--- src/ext_irq_pkg.sv ---
//
// Purpose: constants, encodings and carriers for the external interrupt front end
// Assumes: gear clock is mclk at 20 MHz
// Notes:   one control register for the fourth source, byte wide
//
package ext_irq_pkg;

    // ************************************************************
    // register bus
    // ************************************************************
    localparam int          ADDR_W       = 12;
    localparam int          DATA_W       = 8;
    localparam logic [11:0] CTL4_ADDR    = 12'hfdb;
    localparam logic [7:0]  CTL4_RESET   = 8'h00;
    localparam logic [7:0]  RDATA_IDLE   = 8'h00;
    localparam int          LVL_BIT      = 4;
    localparam int          TRIG_LSB     = 2;
    localparam int          INTV_LSB     = 0;
    localparam int          RSVD_MSB     = 7;
    localparam int          RSVD_LSB     = 5;
    localparam logic [2:0]  RSVD_VALUE   = 3'h0;

    // ************************************************************
    // sources and timing
    // ************************************************************
    localparam int          NUM_SRC      = 6;
    localparam int          LVL_SRC      = 4;
    localparam logic [5:0]  FIXED_MASK   = 6'h21;
    localparam int          PRESC_W      = 4;
    localparam logic [3:0]  PRESC_ZERO   = 4'h0;
    localparam logic [3:0]  PRESC_STEP   = 4'h1;
    localparam logic [1:0]  LF_DIV_LAST  = 2'h3;
    localparam logic [1:0]  LF_STEP      = 2'h1;
    localparam int          MCLK_HZ      = 20_000_000;
    localparam int          MCLK_PERIOD_NS = 1_000_000_000 / MCLK_HZ;

    typedef enum logic [1:0] {
        TRIG_RISE = 2'h0,
        TRIG_FALL = 2'h1,
        TRIG_BOTH = 2'h2,
        TRIG_HIGH = 2'h3
    } trig_type;

    typedef enum logic [1:0] {
        INTV_DIV1  = 2'h0,
        INTV_DIV4  = 2'h1,
        INTV_DIV8  = 2'h2,
        INTV_DIV16 = 2'h3
    } intv_type;

    typedef enum logic [2:0] {
        MODE_FAST = 3'h1,
        MODE_SLOW = 3'h2,
        MODE_HALT = 3'h4
    } power_mode_type;

    typedef struct packed {
        trig_type trig;
        intv_type intv;
    } src_cfg_type;

    localparam src_cfg_type FIXED_CFG = '{trig: TRIG_FALL, intv: INTV_DIV1};

endpackage

--- src/noise_filter.sv ---
//
// Purpose: sampling noise canceller for one interrupt pin
// Assumes: din already synchronised to mclk
// Notes:   level changes only on a sample tick
//
`timescale 1ns/1ps

module noise_filter
(
    input  wire logic mclk,
    input  wire logic nrst,
    input  wire logic sample_tick,
    input  wire logic two_samples,
    input  wire logic din,
    output logic      level
);

    logic samp1_r;
    logic samp2_r;
    logic level_r;
    logic match2_w;
    logic match3_w;
    logic accept_w;
    logic level_nxt;

    // ************************************************************
    // agreement of consecutive samples
    // ************************************************************
    assign match2_w  = (din == samp1_r);
    assign match3_w  = match2_w && (samp1_r == samp2_r);
    assign accept_w  = two_samples ? match2_w : match3_w;
    assign level_nxt = (sample_tick && accept_w) ? din : level_r;
    assign level     = level_r;

    always_ff @(posedge mclk or negedge nrst)
    begin
        if (!nrst)
        begin
            samp1_r <= 1'b0;
            samp2_r <= 1'b0;
            level_r <= 1'b0;
        end
        else
        begin
            if (sample_tick)
            begin
                samp1_r <= din;
                samp2_r <= samp1_r;
            end
            level_r <= level_nxt;
        end
    end

    // ************************************************************
    // checks
    // ************************************************************
    only_on_tick_a : assert property (
        @(posedge mclk) disable iff (!nrst)
        $changed(level_r) |-> $past(sample_tick))
        else $error("filter level moved without a sample tick");

    three_agree_a : assert property (
        @(posedge mclk) disable iff (!nrst)
        $changed(level_r) && !$past(two_samples)
            |-> $past(samp1_r) == level_r && $past(samp2_r) == level_r)
        else $error("level accepted without three equal samples");

endmodule

--- src/ext_irq_front.sv ---
//
// Purpose: six-pin external interrupt front end with noise cancellers
// Assumes: mclk is the gear clock; lf_clk is the low-frequency clock pin
// Notes:   request latch of the processor sits outside; enable and master-flag gating is done here
//
// The address-and-strobe port was left to the implementer.
`timescale 1ns/1ps

module ext_irq_front
    import ext_irq_pkg::*;
(
    input  wire logic                                mclk,
    input  wire logic                                nrst,
    input  wire logic [ext_irq_pkg::NUM_SRC-1:0]     ext_pin,
    input  wire logic                                lf_clk,
    input  wire ext_irq_pkg::power_mode_type         op_mode,
    input  wire ext_irq_pkg::src_cfg_type            cfg_src1,
    input  wire ext_irq_pkg::src_cfg_type            cfg_src2,
    input  wire ext_irq_pkg::src_cfg_type            cfg_src3,
    input  wire logic                                global_irq_master_flag,
    input  wire logic [ext_irq_pkg::NUM_SRC-1:0]     src_irq_enable,
    input  wire logic [ext_irq_pkg::ADDR_W-1:0]      reg_addr,
    input  wire logic [ext_irq_pkg::DATA_W-1:0]      reg_wdata,
    input  wire logic                                reg_wr,
    input  wire logic                                reg_rd,
    output logic      [ext_irq_pkg::DATA_W-1:0]      reg_rdata,
    output logic      [ext_irq_pkg::NUM_SRC-1:0]     irq_detect,
    output logic      [ext_irq_pkg::NUM_SRC-1:0]     irq_to_cpu,
    output logic      [ext_irq_pkg::NUM_SRC-1:0]     filtered_level
);

    import ext_irq_pkg::*;

    // ************************************************************
    // declarations
    // ************************************************************
    logic        [NUM_SRC-1:0] pin_s1_r;
    logic        [NUM_SRC-1:0] pin_s2_r;
    logic                      lf_s1_r;
    logic                      lf_s2_r;
    logic                      lf_s3_r;
    logic        [1:0]         lf_cnt_r;
    logic        [PRESC_W-1:0] presc_r;
    trig_type                  trig_r;
    intv_type                  intv_r;
    logic                      lvl_r;
    logic        [NUM_SRC-1:0] prev_r;
    logic        [NUM_SRC-1:0] req_r;
    logic        [NUM_SRC-1:0] cpu_r;
    logic        [DATA_W-1:0]  rdata_r;

    logic                      fast_w;
    logic                      slow_w;
    logic                      halt_w;
    logic                      lf_rise_w;
    logic                      slow_tick_w;
    logic                      ctl_hit_w;
    logic                      ctl_wr_w;
    logic                      ctl_rd_w;
    logic        [DATA_W-1:0]  ctl_value_w;
    src_cfg_type [NUM_SRC-1:0] cfg_w;
    logic        [NUM_SRC-1:0] fast_tick_w;
    logic        [NUM_SRC-1:0] tick_w;
    logic        [NUM_SRC-1:0] lvl_w;
    logic        [NUM_SRC-1:0] rise_w;
    logic        [NUM_SRC-1:0] fall_w;
    logic        [NUM_SRC-1:0] req_nxt;
    logic        [NUM_SRC-1:0] cpu_nxt;
    logic        [DATA_W-1:0]  rdata_nxt;

    // ************************************************************
    // helpers
    // ************************************************************
    // fast-mode sample strobe from the free-running prescaler
    function automatic logic interval_tick(intv_type intv, logic [PRESC_W-1:0] cnt);
        logic hit;
        hit = 1'b0;
        unique case (intv)
            INTV_DIV1  : hit = 1'b1;
            INTV_DIV4  : hit = (cnt[1:0] == PRESC_ZERO[1:0]);
            INTV_DIV8  : hit = (cnt[2:0] == PRESC_ZERO[2:0]);
            INTV_DIV16 : hit = (cnt == PRESC_ZERO);
        endcase
        return hit;
    endfunction

    // request condition from the filtered level
    function automatic logic req_of(trig_type t, logic r, logic f, logic lvl, logic lvl_ok);
        logic hit;
        hit = 1'b0;
        unique case (t)
            TRIG_RISE : hit = r;
            TRIG_FALL : hit = f;
            TRIG_BOTH : hit = r | f;
            TRIG_HIGH : hit = lvl & lvl_ok;
        endcase
        return hit;
    endfunction

    // ************************************************************
    // operating mode decode
    // ************************************************************
    assign fast_w = (op_mode == MODE_FAST);
    assign slow_w = (op_mode == MODE_SLOW);
    assign halt_w = !fast_w && !slow_w;

    // ************************************************************
    // pin synchronisers
    // ************************************************************
    always_ff @(posedge mclk or negedge nrst)
    begin
        if (!nrst)
        begin
            pin_s1_r <= '0;
            pin_s2_r <= '0;
        end
        else
        begin
            pin_s1_r <= ext_pin;
            pin_s2_r <= pin_s1_r;
        end
    end

    // ************************************************************
    // low-frequency clock divided by four
    // ************************************************************
    assign lf_rise_w   = lf_s2_r && !lf_s3_r;
    assign slow_tick_w = lf_rise_w && (lf_cnt_r == LF_DIV_LAST);

    always_ff @(posedge mclk or negedge nrst)
    begin
        if (!nrst)
        begin
            lf_s1_r  <= 1'b0;
            lf_s2_r  <= 1'b0;
            lf_s3_r  <= 1'b0;
            lf_cnt_r <= '0;
        end
        else
        begin
            lf_s1_r  <= lf_clk;
            lf_s2_r  <= lf_s1_r;
            lf_s3_r  <= lf_s2_r;
            lf_cnt_r <= lf_rise_w ? lf_cnt_r + LF_STEP : lf_cnt_r;
        end
    end

    // ************************************************************
    // gear clock prescaler
    // ************************************************************
    always_ff @(posedge mclk or negedge nrst)
    begin
        if (!nrst)
            presc_r <= PRESC_ZERO;
        else
            presc_r <= presc_r + PRESC_STEP;
    end

    // ************************************************************
    // source configuration
    // ************************************************************
    // sources 0 and 5 ignore any setting
    assign cfg_w[0] = FIXED_CFG;
    assign cfg_w[1] = cfg_src1;
    assign cfg_w[2] = cfg_src2;
    assign cfg_w[3] = cfg_src3;
    assign cfg_w[4] = '{trig: trig_r, intv: intv_r};
    assign cfg_w[5] = FIXED_CFG;

    // ************************************************************
    // per-source filter and edge detection
    // ************************************************************
    for (genvar gi = 0; gi < NUM_SRC; gi++)
    begin : g_src
        localparam logic FIXED = FIXED_MASK[gi];

        // fixed sources sample every gear clock in fast mode, two agreeing samples
        assign fast_tick_w[gi] = FIXED ? 1'b1 : interval_tick(cfg_w[gi].intv, presc_r);
        assign tick_w[gi]      = (fast_w && fast_tick_w[gi]) || (slow_w && slow_tick_w);

        noise_filter u_filter
        (
            .mclk        (mclk),
            .nrst        (nrst),
            .sample_tick (tick_w[gi]),
            .two_samples (FIXED || slow_w),
            .din         (pin_s2_r[gi]),
            .level       (lvl_w[gi])
        );

        assign rise_w[gi]  = lvl_w[gi] && !prev_r[gi];
        assign fall_w[gi]  = !lvl_w[gi] && prev_r[gi];
        assign req_nxt[gi] = !halt_w && req_of(cfg_w[gi].trig, rise_w[gi], fall_w[gi],
                                               lvl_w[gi], (gi == LVL_SRC));
    end

    // ************************************************************
    // request and processor gating
    // ************************************************************
    assign cpu_nxt = req_nxt & src_irq_enable & {NUM_SRC{global_irq_master_flag}};

    always_ff @(posedge mclk or negedge nrst)
    begin
        if (!nrst)
        begin
            prev_r <= '0;
            req_r  <= '0;
            cpu_r  <= '0;
        end
        else
        begin
            prev_r <= lvl_w;
            req_r  <= req_nxt;
            cpu_r  <= cpu_nxt;
        end
    end

    assign irq_detect     = req_r;
    assign irq_to_cpu     = cpu_r;
    assign filtered_level = prev_r;

    // ************************************************************
    // control register of the fourth source
    // ************************************************************
    assign ctl_hit_w   = (reg_addr == CTL4_ADDR);
    assign ctl_wr_w    = reg_wr && ctl_hit_w;
    assign ctl_rd_w    = reg_rd && ctl_hit_w;
    assign ctl_value_w = {RSVD_VALUE, lvl_r, trig_r, intv_r};
    assign rdata_nxt   = ctl_rd_w ? ctl_value_w : RDATA_IDLE;

    // new settings act at once; a change may itself look like an edge
    always_ff @(posedge mclk or negedge nrst)
    begin
        if (!nrst)
        begin
            trig_r <= trig_type'(CTL4_RESET[TRIG_LSB +: 2]);
            intv_r <= intv_type'(CTL4_RESET[INTV_LSB +: 2]);
        end
        else if (ctl_wr_w)
        begin
            trig_r <= trig_type'(reg_wdata[TRIG_LSB +: 2]);
            intv_r <= intv_type'(reg_wdata[INTV_LSB +: 2]);
        end
    end

    // captured level follows the filter at each source-4 request
    always_ff @(posedge mclk or negedge nrst)
    begin
        if (!nrst)
            lvl_r <= CTL4_RESET[LVL_BIT];
        else if (req_nxt[LVL_SRC])
            lvl_r <= lvl_w[LVL_SRC];
    end

    always_ff @(posedge mclk or negedge nrst)
    begin
        if (!nrst)
            rdata_r <= RDATA_IDLE;
        else
            rdata_r <= rdata_nxt;
    end

    assign reg_rdata = rdata_r;

    // ************************************************************
    // checks
    // ************************************************************
    rsvd_read_zero_a : assert property (
        @(posedge mclk) disable iff (!nrst)
        reg_rd && reg_addr == CTL4_ADDR |=> reg_rdata[RSVD_MSB:RSVD_LSB] == RSVD_VALUE)
        else $error("reserved control bits read nonzero");

    level_capture_a : assert property (
        @(posedge mclk) disable iff (!nrst)
        req_nxt[LVL_SRC] |=> lvl_r == $past(lvl_w[LVL_SRC]))
        else $error("captured level not taken at request");

    level_hold_a : assert property (
        @(posedge mclk) disable iff (!nrst)
        !req_nxt[LVL_SRC] |=> $stable(lvl_r))
        else $error("captured level moved without request");

    rise_request_a : assert property (
        @(posedge mclk) disable iff (!nrst)
        trig_r == TRIG_RISE && !halt_w && $rose(lvl_w[LVL_SRC]) |=> req_r[LVL_SRC])
        else $error("rising edge request missed");

    high_level_a : assert property (
        @(posedge mclk) disable iff (!nrst)
        trig_r == TRIG_HIGH && !halt_w && lvl_w[LVL_SRC] |=> req_r[LVL_SRC])
        else $error("high level request missed");

    fixed_fall_a : assert property (
        @(posedge mclk) disable iff (!nrst)
        req_r[0] == $past(fall_w[0] && !halt_w))
        else $error("source 0 request not on falling edge");

    cpu_gate_a : assert property (
        @(posedge mclk) disable iff (!nrst)
        |irq_to_cpu |-> $past(global_irq_master_flag))
        else $error("request passed with master flag clear");

    halt_quiet_a : assert property (
        @(posedge mclk) disable iff (!nrst)
        $past(halt_w) |-> $stable(lvl_w) && req_r == '0)
        else $error("detection active in halted mode");

    div16_spacing_a : assert property (
        @(posedge mclk) disable iff (!nrst)
        intv_r == INTV_DIV16 && fast_tick_w[LVL_SRC]
            |-> presc_r == PRESC_ZERO ##16 (fast_tick_w[LVL_SRC] || intv_r != INTV_DIV16))
        else $error("sixteen-cycle sampling interval broken");

    rise_seen_c : cover property (
        @(posedge mclk) disable iff (!nrst)
        trig_r == TRIG_RISE && req_r[LVL_SRC]);

    both_edges_c : cover property (
        @(posedge mclk) disable iff (!nrst)
        trig_r == TRIG_BOTH && req_r[LVL_SRC] && !lvl_r);

    slow_accept_c : cover property (
        @(posedge mclk) disable iff (!nrst)
        slow_w && $changed(lvl_w[5]));

    cpu_request_c : cover property (
        @(posedge mclk) disable iff (!nrst)
        irq_to_cpu[5]);

endmodule

--- config.mk ---
export PLATFORM = sky130hd
export DESIGN_NAME = ext_irq_front
export DESIGN_NICKNAME = d
export VERILOG_FILES = /design/src/ext_irq_pkg.sv /design/src/noise_filter.sv /design/src/ext_irq_front.sv
export SDC_FILE = /design/constraint.sdc
export NUM_CORES = 1
export LEC_CHECK = 0
export BUFFER_PORTS_ARGS = -buffer_cell sky130_fd_sc_hd__buf_4
export CORE_MARGIN = 4
export CORE_UTILIZATION = 51
export DETAILED_ROUTE_END_ITERATION = 10
export GPL_TIMING_DRIVEN = 0
export MAX_ROUTING_LAYER = met4
export PLACE_DENSITY = 0.81
export SLEW_MARGIN = 20
export SYNTH_ARGS = -nofsm -noshare
export SYNTH_HDL_FRONTEND = slang
export SYNTH_SLANG_ARGS = --single-unit
--- constraint.sdc ---
create_clock -name mclk -period 2.1 [get_ports mclk]
set_input_delay 0.42 -clock mclk [delete_from_list [all_inputs] [get_ports mclk]]
set_output_delay 0.42 -clock mclk [all_outputs]
set_load 0.05 [all_outputs]
==> impl_metrics.tcl, run 1 <==
set metrics [dict create \
    synth_xor_area_share_pct 3.52 \
    p_leak_nw 1.79 \
    drt_iter0_drc 80 \
    clock.fmax_ghz 0.549 \
    drv_cap 0 \
    ant_nets 0 \
    ys_warn_count 0 \
    synth_cell_types 44 \
    post_cts_buffers 0 \
    path_clk_slew_ps 70 \
    endpoint_kind "flip-flop" \
    grt.total_usage_pct 16.1 \
    synthMuxAreaShare_pct 9.32 \
    synthArstFlopShare_pct 100 \
    gp_congestion 0.686 \
    root_buffer "clkbuf_8" \
    vias 1773 \
    min_period_ps 1820 \
    synth-adder-area-share_pct 5.03 \
    synth_compound_area_share_pct 10.1 \
    cpPeakStageDelay_ps 400 \
    numCtsBuffers 9 \
    final_cells 367 \
    cts_repair_resize_count 0 \
    grt_overflow 0 \
    worstMarginPinSlew_ps 766 \
    syn_avg_cell_area_um2 13.2 \
    rsz0062_at_grt "false" \
    final_common_cell "buf_4" \
    cts_max_level 3 \
    vias_per_cell 4.83 \
    totalWireLength_mm 4.64 \
    final-setup-viol-count 0 \
    synth_seq_cells 65 \
    insertion_delay_ps 330 \
    grt_pass1_vias 1697 \
    worstSetupPathType "reg2reg" \
    cp_slowest_cell "dfrtp_1" \
    min_path_type "in2async" \
    setup_ws_ps 278 \
    crit_fanout 5 \
    layout-drive-gt1-share_pct 41.1 \
    power.ir.vdd_worst_mv 0.554 \
    drc 0 \
    rrSetupSlack_ps 280 \
    dpl.cell_count 351 \
    netlist_instances 208 \
    cts_hold_buf 0 \
    finalCritPeriodShare_pct 86.8 \
    die_h_um 81.3 \
    status "finished clean" \
    preCtsSetupSlack_ps 100 \
    start_util_pct 53.0 \
    drt-pass1-iter-count 4 \
    wl_per_cell_um 12.6 \
    antenna_found_initial 0 \
    reg2reg_to "g_src[1].u_filter.level$_DFFE_PN0P_" \
    synth_flop_cell "dfrtp_1" \
    rows 26 \
    yosysSeqAreaShare_pct 59.4 \
    critPathLaunchType "flip-flop" \
    crit_chain "inv_1 > ha_1 > a21bo_2 > a22oi_1 > o211ai_2 > mux2_4" \
    syn_area_um2 2740 \
    core_region_area_um2 5170 \
    slew-limit-headroom_pct 49.0 \
    io_pins 79 \
    grt_pass1_wl_mm 7.69 \
    io_buffers 71 \
    die_w_um 81.3 \
    finClkSkew_ps 5.88 \
    synth_top_family_by_area "compound AO/OA/AOI/OAI gates" \
    final_cell_mix "74 x buf_4, 65 x dfrtp_1, 19 x inv_1, 16 x mux2_2, 12 x clkbuf_8" \
    clkSinkCount 65 \
    cp_num_buf_inv 1 \
    die_area_um2 6610 \
    post-dp-hpwl_mm 3.54 \
    reg2reg_from "presc_r[0]$_DFF_PN0_" \
    cts_buffer_depth 2 \
    synth_edf_count 0 \
    pwr_density_cell_nw_per_um2 954 \
    reg2reg_depth 6 \
    area_delta_synth_final_pct 30.5 \
    required_ps 2310 \
    final_nets 356 \
    yosys.area_share.simple_pct 8.59 \
    cp_top_family "compound AO/OA/AOI/OAI gates" \
    n_antenna_cell 0 \
    grt_max_degree 66 \
    finalHoldViolations 0 \
    timing.setup.tns_ps 0 \
    cts_tree "yes" \
    crit_arrival_ps 2030 \
    drv_slew 0 \
]
-- metrics by stage --
stage	util, %	hold WS [ps]	instance area (um^2)	power, W
final	69.1	166	3570	0.00341
after global routing	69.1	177	3570	0.00363
after CTS	69.1	180	3570	0.00346
after detailed placement	65.1	335	3370	0.00237
after global placement	65.1	331	3370	0.00233
after floorplan	-	124	2750	0.00210
-- routing by layer --
| layer | routed length [um] | GRT usage, % | share of wire, % |
|---|---|---|---|
| met5 | 0 | - | 0 |
| met1 | 1900 | 18.7 | 41 |
| met2 | 2350 | 25.8 | 51 |
| met4 | 101 | 8.78 | 2.2 |
| met3 | 291 | 3.77 | 6.3 |
-- how the worst max path moves through the flow --
stage,start,endpoint,slack (ps),depth (start not counted)
after floorplan,filtered_level[4]$_DFF_PN0_,lvl_r$_DFFE_PN0P_,110,6
after global placement,op_mode[2],g_src[2].u_filter.level$_DFFE_PN0P_,130,6
after detailed placement,op_mode[2],g_src[2].u_filter.samp1_r$_DFFE_PN0P_,100,6
after CTS,presc_r[0]$_DFF_PN0_,g_src[1].u_filter.level$_DFFE_PN0P_,240,6
after global routing,presc_r[0]$_DFF_PN0_,g_src[1].u_filter.level$_DFFE_PN0P_,180,6
final,presc_r[0]$_DFF_PN0_,g_src[1].u_filter.level$_DFFE_PN0P_,280,6
-- area by class of cell --
| cell class | instances | area, um^2 |
|---|---|---|
| timing repair buffer | 71 | 533 |
| fill | 387 | 1600 |
| clock buffer | 14 | 173 |
| clock inverter | 2 | 35.0 |
| tap | 70 | 87.6 |
| multi-input combinational | 121 | 1010 |
| inverter | 19 | 71.3 |
| buffer | 5 | 37.5 |
| sequential | 65 | 1630 |
-- cells by family (layout without fill, tap and decap cells) --
group / count (synthesis) / count (layout)
adders and majority gates: 11 / 11
and+or+nand+nor: 38 / 38
AOI/OAI and AO/OA: 37 / 37
other: 1 / 3
xor gates and xnor gates: 11 / 11
DFF: 65 / 65
muxes: 21 / 21
buffers and inverters: 24 / 111
-- registers in the layout, indices dropped and copies added, names as in the netlist, 2 cells and up --
register                cells
pin_s1_r                    6
irq_detect                  6
intv_r                      2
lf_cnt_r                    2
reg_rdata                   5
trig_r                      2
g_src.u_filter.samp1_r      6
g_src.u_filter.level        6
g_src.u_filter.samp2_r      4
irq_to_cpu                  6
pin_s2_r                    6
filtered_level              6
presc_r                     4
-- synth_stat cells (2+ instances only) --
cell type / count / area, um^2
xnor2_1: 6 / 52.6
dfrtp_1: 65 / 1630
a21oi_1: 8 / 40.0
nor2_1: 7 / 26.3
nor4_1: 2 / 12.5
and3_1: 6 / 37.5
o211ai_2: 2 / 25.0
ha_1: 11 / 138
a211oi_2: 2 / 25.0
mux2_4: 2 / 30.0
nand2_1: 2 / 7.51
o21ai_2: 2 / 17.5
inv_1: 19 / 71.3
nand2b_1: 5 / 31.3
xor2_1: 5 / 43.8
mux2_1: 2 / 22.5
nand4b_1: 2 / 17.5
o21ai_0: 10 / 50.1
o22ai_1: 2 / 12.5
a22oi_1: 2 / 15.0
buf_4: 3 / 22.5
a21oi_2: 2 / 17.5
mux2_2: 16 / 180
nor3b_1: 3 / 22.5
a21bo_2: 2 / 20.0
and4b_1: 2 / 20.0
-- worst register-to-register path, cell delays in order (launching register included) --
cell and delay [ps]:
dfrtp_1 400, inv_1 80, ha_1 220, a21bo_2 240, a22oi_1 320, o211ai_2 140
mux2_4 310
-- power breakdown --
group          switching [W]  internal (W)  leakage (nW)  total [W]
registers           0.000143       0.00144         0.834    0.00158
clock network       0.000426      0.000645         0.107    0.00107
logic               0.000400      0.000361         0.846   0.000761
(Power assumes the default switching activity.)
==> run 2: changes to the inputs <==
- CTS_BUF_LIST: not set -> sky130_fd_sc_hd__clkbuf_4 sky130_fd_sc_hd__clkbuf_8 sky130_fd_sc_hd__clkbuf_16
==> run 2 against run 1 <==
- sequential power is essentially flat
- sequential cell count unchanged
- first-iteration DRC count rose by 1.3%
- hold slack improved by 2.6 ps
- final cell count is the same
- clock skew fell by 0.94 ps
- utilization is 0.15 points higher
- register-to-register slack hardly changed
- global-route usage increased by 0.094 points
- worst setup slack gained 4.7 ps
- via count increased by 0.17%
- critical path depth stayed put
==> impl_metrics.tcl, run 2 (synthesized netlist as in run 1, its figures left out) <==
set metrics [dict create \
    power.internal_w 0.00247 \
    layout-drive-gt1-share_pct 41.8 \
    drt-pass1-iter-count 4 \
    post_cts_buffers 0 \
    insertion_delay_ps 330 \
    final_cell_mix "74 x buf_4, 65 x dfrtp_1, 19 x inv_1, 16 x mux2_2, 12 x clkbuf_8" \
    endpoint_kind "flip-flop" \
    post-dp-hpwl_mm 3.54 \
    path_clk_slew_ps 60 \
    fin_area_um2 3580 \
    fillers 383 \
    die_w_um 81.3 \
    min_path_type "in2async" \
    drv_cap 0 \
    cts_max_level 3 \
    cts_buffer_depth 2 \
    gp_congestion 0.686 \
    start_util_pct 53.0 \
    antenna_found_initial 0 \
    numCtsBuffers 9 \
    finalCritPeriodShare_pct 86.5 \
    cts_tree "yes" \
    die_h_um 81.3 \
    grt_max_degree 66 \
    rrSetupSlack_ps 280 \
    finalHoldViolations 0 \
    vias_per_cell 4.84 \
    drv_slew 0 \
    power.share.switching_pct 28.1 \
    power.ir.vdd_worst_mv 0.554 \
    final_common_cell "buf_4" \
    ant_nets 0 \
    drt_iter0_drc 81 \
    drc 0 \
    root_buffer "clkbuf_8" \
    worstMarginPinSlew_ps 763 \
    p_seq_share_pct 45.9 \
    grt_pass1_vias 1713 \
    core_region_area_um2 5170 \
    grt.total_usage_pct 16.2 \
    critPathLaunchType "flip-flop" \
    grt_overflow 0 \
    pwr_density_cell_nw_per_um2 959 \
    p_clk_share_pct 31.9 \
    worstSetupPathType "reg2reg" \
    clkSinkCount 65 \
    rows 26 \
    wl_per_cell_um 12.5 \
    p_leak_nw 1.79 \
    min_period_ps 1820 \
    io_pins 79 \
    switchingPower_w 0.000966 \
    finClkSkew_ps 4.94 \
    totalWireLength_mm 4.60 \
    grt_pass1_wl_mm 7.71 \
    power_frac_comb_pct 22.2 \
    rsz0062_at_grt "false" \
    n_antenna_cell 0 \
    vias 1776 \
    area_delta_synth_final_pct 30.8 \
    clock.fmax_ghz 0.550 \
    crit_arrival_ps 2030 \
    required_ps 2320 \
    status "finished clean" \
    timing.setup.tns_ps 0 \
    final_nets 356 \
    die_area_um2 6610 \
    slew-limit-headroom_pct 49.1 \
    io_buffers 71 \
    place_area_um2 3370 \
    final-setup-viol-count 0 \
    cts_hold_buf 0 \
    cts_repair_resize_count 0 \
    crit_fanout 5 \
]
## run 2: cell counts in the layout (fill, tap and decap cells not counted)
No cell type changed its count.
## run 2: metrics by stage
stage / cells / utilization (%) / hold WS (ps) / power (W) / setup WS (ps)
after detailed placement: 351 / 65.1 / 335 / 0.00237 / 100
final: 367 / 69.3 / 168 / 0.00343 / 283
after CTS: 367 / 69.3 / 177 / 0.00348 / 243
after global routing: 367 / 69.3 / 175 / 0.00366 / 180
after floorplan: 210 / - / 124 / 0.00210 / 108
after global placement: 351 / 65.1 / 331 / 0.00233 / 130
## run 2: routing by layer
| metal | global-route usage [%] | up-vias | share of wire [%] |
|---|---|---|---|
| li1 | - | 885 | - |
| met3 | 3.88 | 11 | 5.8 |
| met5 | - | - | 0 |
| met4 | 8.61 | 0 | 2.3 |
| met1 | 18.8 | 833 | 41 |
| met2 | 26.1 | 47 | 51 |
## run 2: power by group through the flow
stage               Clock, W  Sequential (W)  Combinational, W
finish               0.00109         0.00158          0.000762
global route         0.00119         0.00161          0.000860
global placement           0         0.00159          0.000736
detailed placement         0         0.00161          0.000765
CTS                  0.00113         0.00158          0.000775
floorplan                  0         0.00172          0.000381
## run 2: worst paths after layout
kind | start | to | cells after the start
max in group asynchronous | nrst | irq_to_cpu[4]$_DFF_PN0_ | 1
worst max-delay path | presc_r[0]$_DFF_PN0_ | g_src[1].u_filter.level$_DFFE_PN0P_ | 6
worst min register to register | pin_s1_r[0]$_DFF_PN0_ | pin_s2_r[0]$_DFF_PN0_ | 0
min in group mclk | ext_pin[5] | pin_s1_r[5]$_DFF_PN0_ | 1
worst max register to register | presc_r[0]$_DFF_PN0_ | g_src[1].u_filter.level$_DFFE_PN0P_ | 6
worst min-delay path | nrst | lf_s1_r$_DFF_PN0_ | 1
## run 2: critical path, cell delays in order (launching register included)
cell and delay, ps:
dfrtp_1 390, inv_1 80, ha_1 220, a21bo_2 240
a22oi_1 320, o211ai_2 140, mux2_4 310
## run 2: area by class of cell
cell class / count / area, um^2 / share of cell area [%]
tap: 70 / 87.6 / 2.44
timing repair buffer: 71 / 533 / 14.9
multi-input combinational: 121 / 1010 / 28.2
inverter: 19 / 71.3 / 1.99
buffer: 5 / 37.5 / 1.05
clock inverter: 2 / 35.0 / 0.978
sequential: 65 / 1630 / 45.4
clock buffer: 14 / 180 / 5.03
==> run 3: changes to the inputs <==
- ABC_AREA: not set -> 1
- PLACE_DENSITY: 0.81 -> 0.8
==> run 3 against run 2 <==
- routed wire length grew 23%
- first-iteration DRC count shrank 27%
- total power increased by 10%
- sequential power up 3%
- hold slack got worse by 12 ps
- largest cell class unchanged
==> impl_metrics.tcl, run 3 <==
set metrics [dict create \
    finClkSkew_ps 4.93 \
    die_area_um2 6740 \
    pwr_density_cell_nw_per_um2 1040 \
    worstSetupPathType "reg2reg" \
    grt_overflow 0 \
    wl_per_cell_um 12.2 \
    crit_arrival_ps 1790 \
    root_buffer "clkbuf_8" \
    numCtsBuffers 9 \
    synthArstFlopShare_pct 100 \
    drv_cap 0 \
    path_clk_slew_ps 70 \
    die_w_um 82.1 \
    rrSetupSlack_ps 530 \
    crit_fanout 4 \
    drt_iter0_drc 59 \
    insertion_delay_ps 340 \
    post-dp-hpwl_mm 4.09 \
    grt_max_degree 66 \
    ys_top_cells_by_area "dfrtp_1 58%, nand2_1 11%, inv_1 6.8%" \
    finalCritPeriodShare_pct 74.7 \
    clock.fmax_ghz 0.637 \
    die_h_um 82.1 \
    worstMarginPinSlew_ps 783 \
    slew-limit-headroom_pct 47.8 \
    netlist_instances 303 \
    yosysMostFrequentCell "nand2_1" \
    switchingPower_w 0.00123 \
    area_delta_synth_final_pct 30.6 \
    required_ps 2320 \
    cts_max_level 3 \
    min_path_type "in2async" \
    ys_warn_count 0 \
    p_clk_share_pct 31.5 \
    critPathLaunchType "flip-flop" \
    layout-drive-gt1-share_pct 26.3 \
    vias 2240 \
    min_period_ps 1570 \
    cts_buffer_depth 2 \
    status "finished clean" \
    drv_slew 0 \
    grt_pass1_wl_mm 9.56 \
    synth.largest_area_cell "dfrtp_1" \
    netlist.area_leader.share_pct 58.1 \
    synth_flop_cell "dfrtp_1" \
    synth_edf_count 0 \
    n_antenna_cell 0 \
    finalHoldViolations 0 \
    yosysSeqAreaShare_pct 58.1 \
    synth_common_cells "81 x nand2_1, 65 x dfrtp_1, 51 x inv_1, 19 x nand3_1, 17 x nor2_1" \
    p_seq_share_pct 43.0 \
    rows 26 \
    clkSinkCount 65 \
    whs_ps 157 \
    rsz0062_at_grt "false" \
    p_leak_nw 1.99 \
    final_cell_mix "81 x nand2_1, 74 x buf_4, 65 x dfrtp_1, 51 x inv_1, 19 x nand3_1" \
    io_buffers 71 \
    syn_avg_cell_area_um2 9.24 \
    drc 0 \
    cts_hold_buf 0 \
    cts_repair_resize_count 0 \
    final_nets 451 \
    antenna_found_initial 0 \
    fillers 401 \
    synth_cell_types 28 \
    syn_area_um2 2800 \
    gp_congestion 0.795 \
    final_common_cell "nand2_1" \
    timing.setup.tns_ps 0 \
    power.ir.vdd_worst_mv 0.692 \
    grt.total_usage_pct 19.7 \
    power.share.switching_pct 32.6 \
    io_pins 79 \
    core_region_area_um2 5200 \
    power.internal_w 0.00255 \
    cts_tree "yes" \
    ant_nets 0 \
    synth_seq_cells 65 \
    power_frac_comb_pct 25.5 \
    grt_pass1_vias 2242 \
    final-setup-viol-count 0 \
    start_util_pct 53.8 \
    totalWireLength_mm 5.64 \
    post_cts_buffers 0 \
    vias_per_cell 4.85 \
    endpoint_kind "flip-flop" \
    drt-pass1-iter-count 4 \
]
run 3: cell type report:
class                      instances  area, um^2  area share (%)
clock buffer                      11         151            4.14
clock inverter                     5        77.6            2.12
multi-input combinational        183         938            25.7
tap                               70        87.6            2.40
inverter                          53         199            5.44
timing repair buffer              71         533            14.6
sequential                        65        1630            44.5
buffer                             4        42.5            1.16
run 3: cells by family after synthesis:
group	synth area share [%]
and+or+nand+nor	20.7
DFF	58.1
buffers and inverters	8.63
AOI/OAI and AO/OA	6.17
adders and majority gates	4.92
xor gates and xnor gates	0.939
other	0.134
muxes	0.402
run 3: power groups by stage:
stage / combinational, W / sequential (W) / clock (W)
floorplan: 0.000421 / 0.00184 / 0
global placement: 0.000903 / 0.00163 / 0
detailed placement: 0.000956 / 0.00165 / 0
CTS: 0.000975 / 0.00163 / 0.00121
global route: 0.00109 / 0.00166 / 0.00127
finish: 0.000967 / 0.00163 / 0.00119
run 3: worst max-delay path: stages (launching register included):
cell and delay (ps):
dfrtp_1 400, inv_1 80, ha_1 170, inv_1 100, nor2_2 160, nand3_1 90, nand3_1 160, nand2_1 130
nand2_1 90, o21ai_1 60
run 3: routing by layer:
layer | vias up | global-route usage, % | wire length (um)
met2 | 67 | 34.6 | 3040
met3 | 16 | 4.06 | 343
met1 | 1055 | 20.5 | 2100
li1 | 1102 | - | -
met4 | 0 | 10.8 | 161
met5 | - | - | 0
run 3: final timing paths:
| kind | cells after the start | startpoint | end |
|---|---|---|---|
| setup / recovery | 9 | presc_r[0]$_DFF_PN0_ | g_src[1].u_filter.samp2_r$_DFFE_PN0P_ |
| hold / removal | 1 | nrst | presc_r[0]$_DFF_PN0_ |
| setup reg to reg | 9 | presc_r[0]$_DFF_PN0_ | g_src[1].u_filter.samp2_r$_DFFE_PN0P_ |
| hold reg to reg | 0 | pin_s1_r[2]$_DFF_PN0_ | pin_s2_r[2]$_DFF_PN0_ |
| max in group asynchronous | 1 | nrst | trig_r[1]$_DFFE_PN0P_ |
| min in group mclk | 1 | ext_pin[4] | pin_s1_r[4]$_DFF_PN0_ |
run 3: stage by stage:
stage	area, um^2	total power (W)	setup WS, ps	util [%]	std cells
after floorplan	2810	0.00226	550	-	305
after global placement	3430	0.00254	637	65.8	446
after detailed placement	3430	0.00260	573	65.8	446
after CTS	3660	0.00381	544	70.2	462
after global routing	3660	0.00402	401	70.2	462
final	3660	0.00379	531	70.2	462
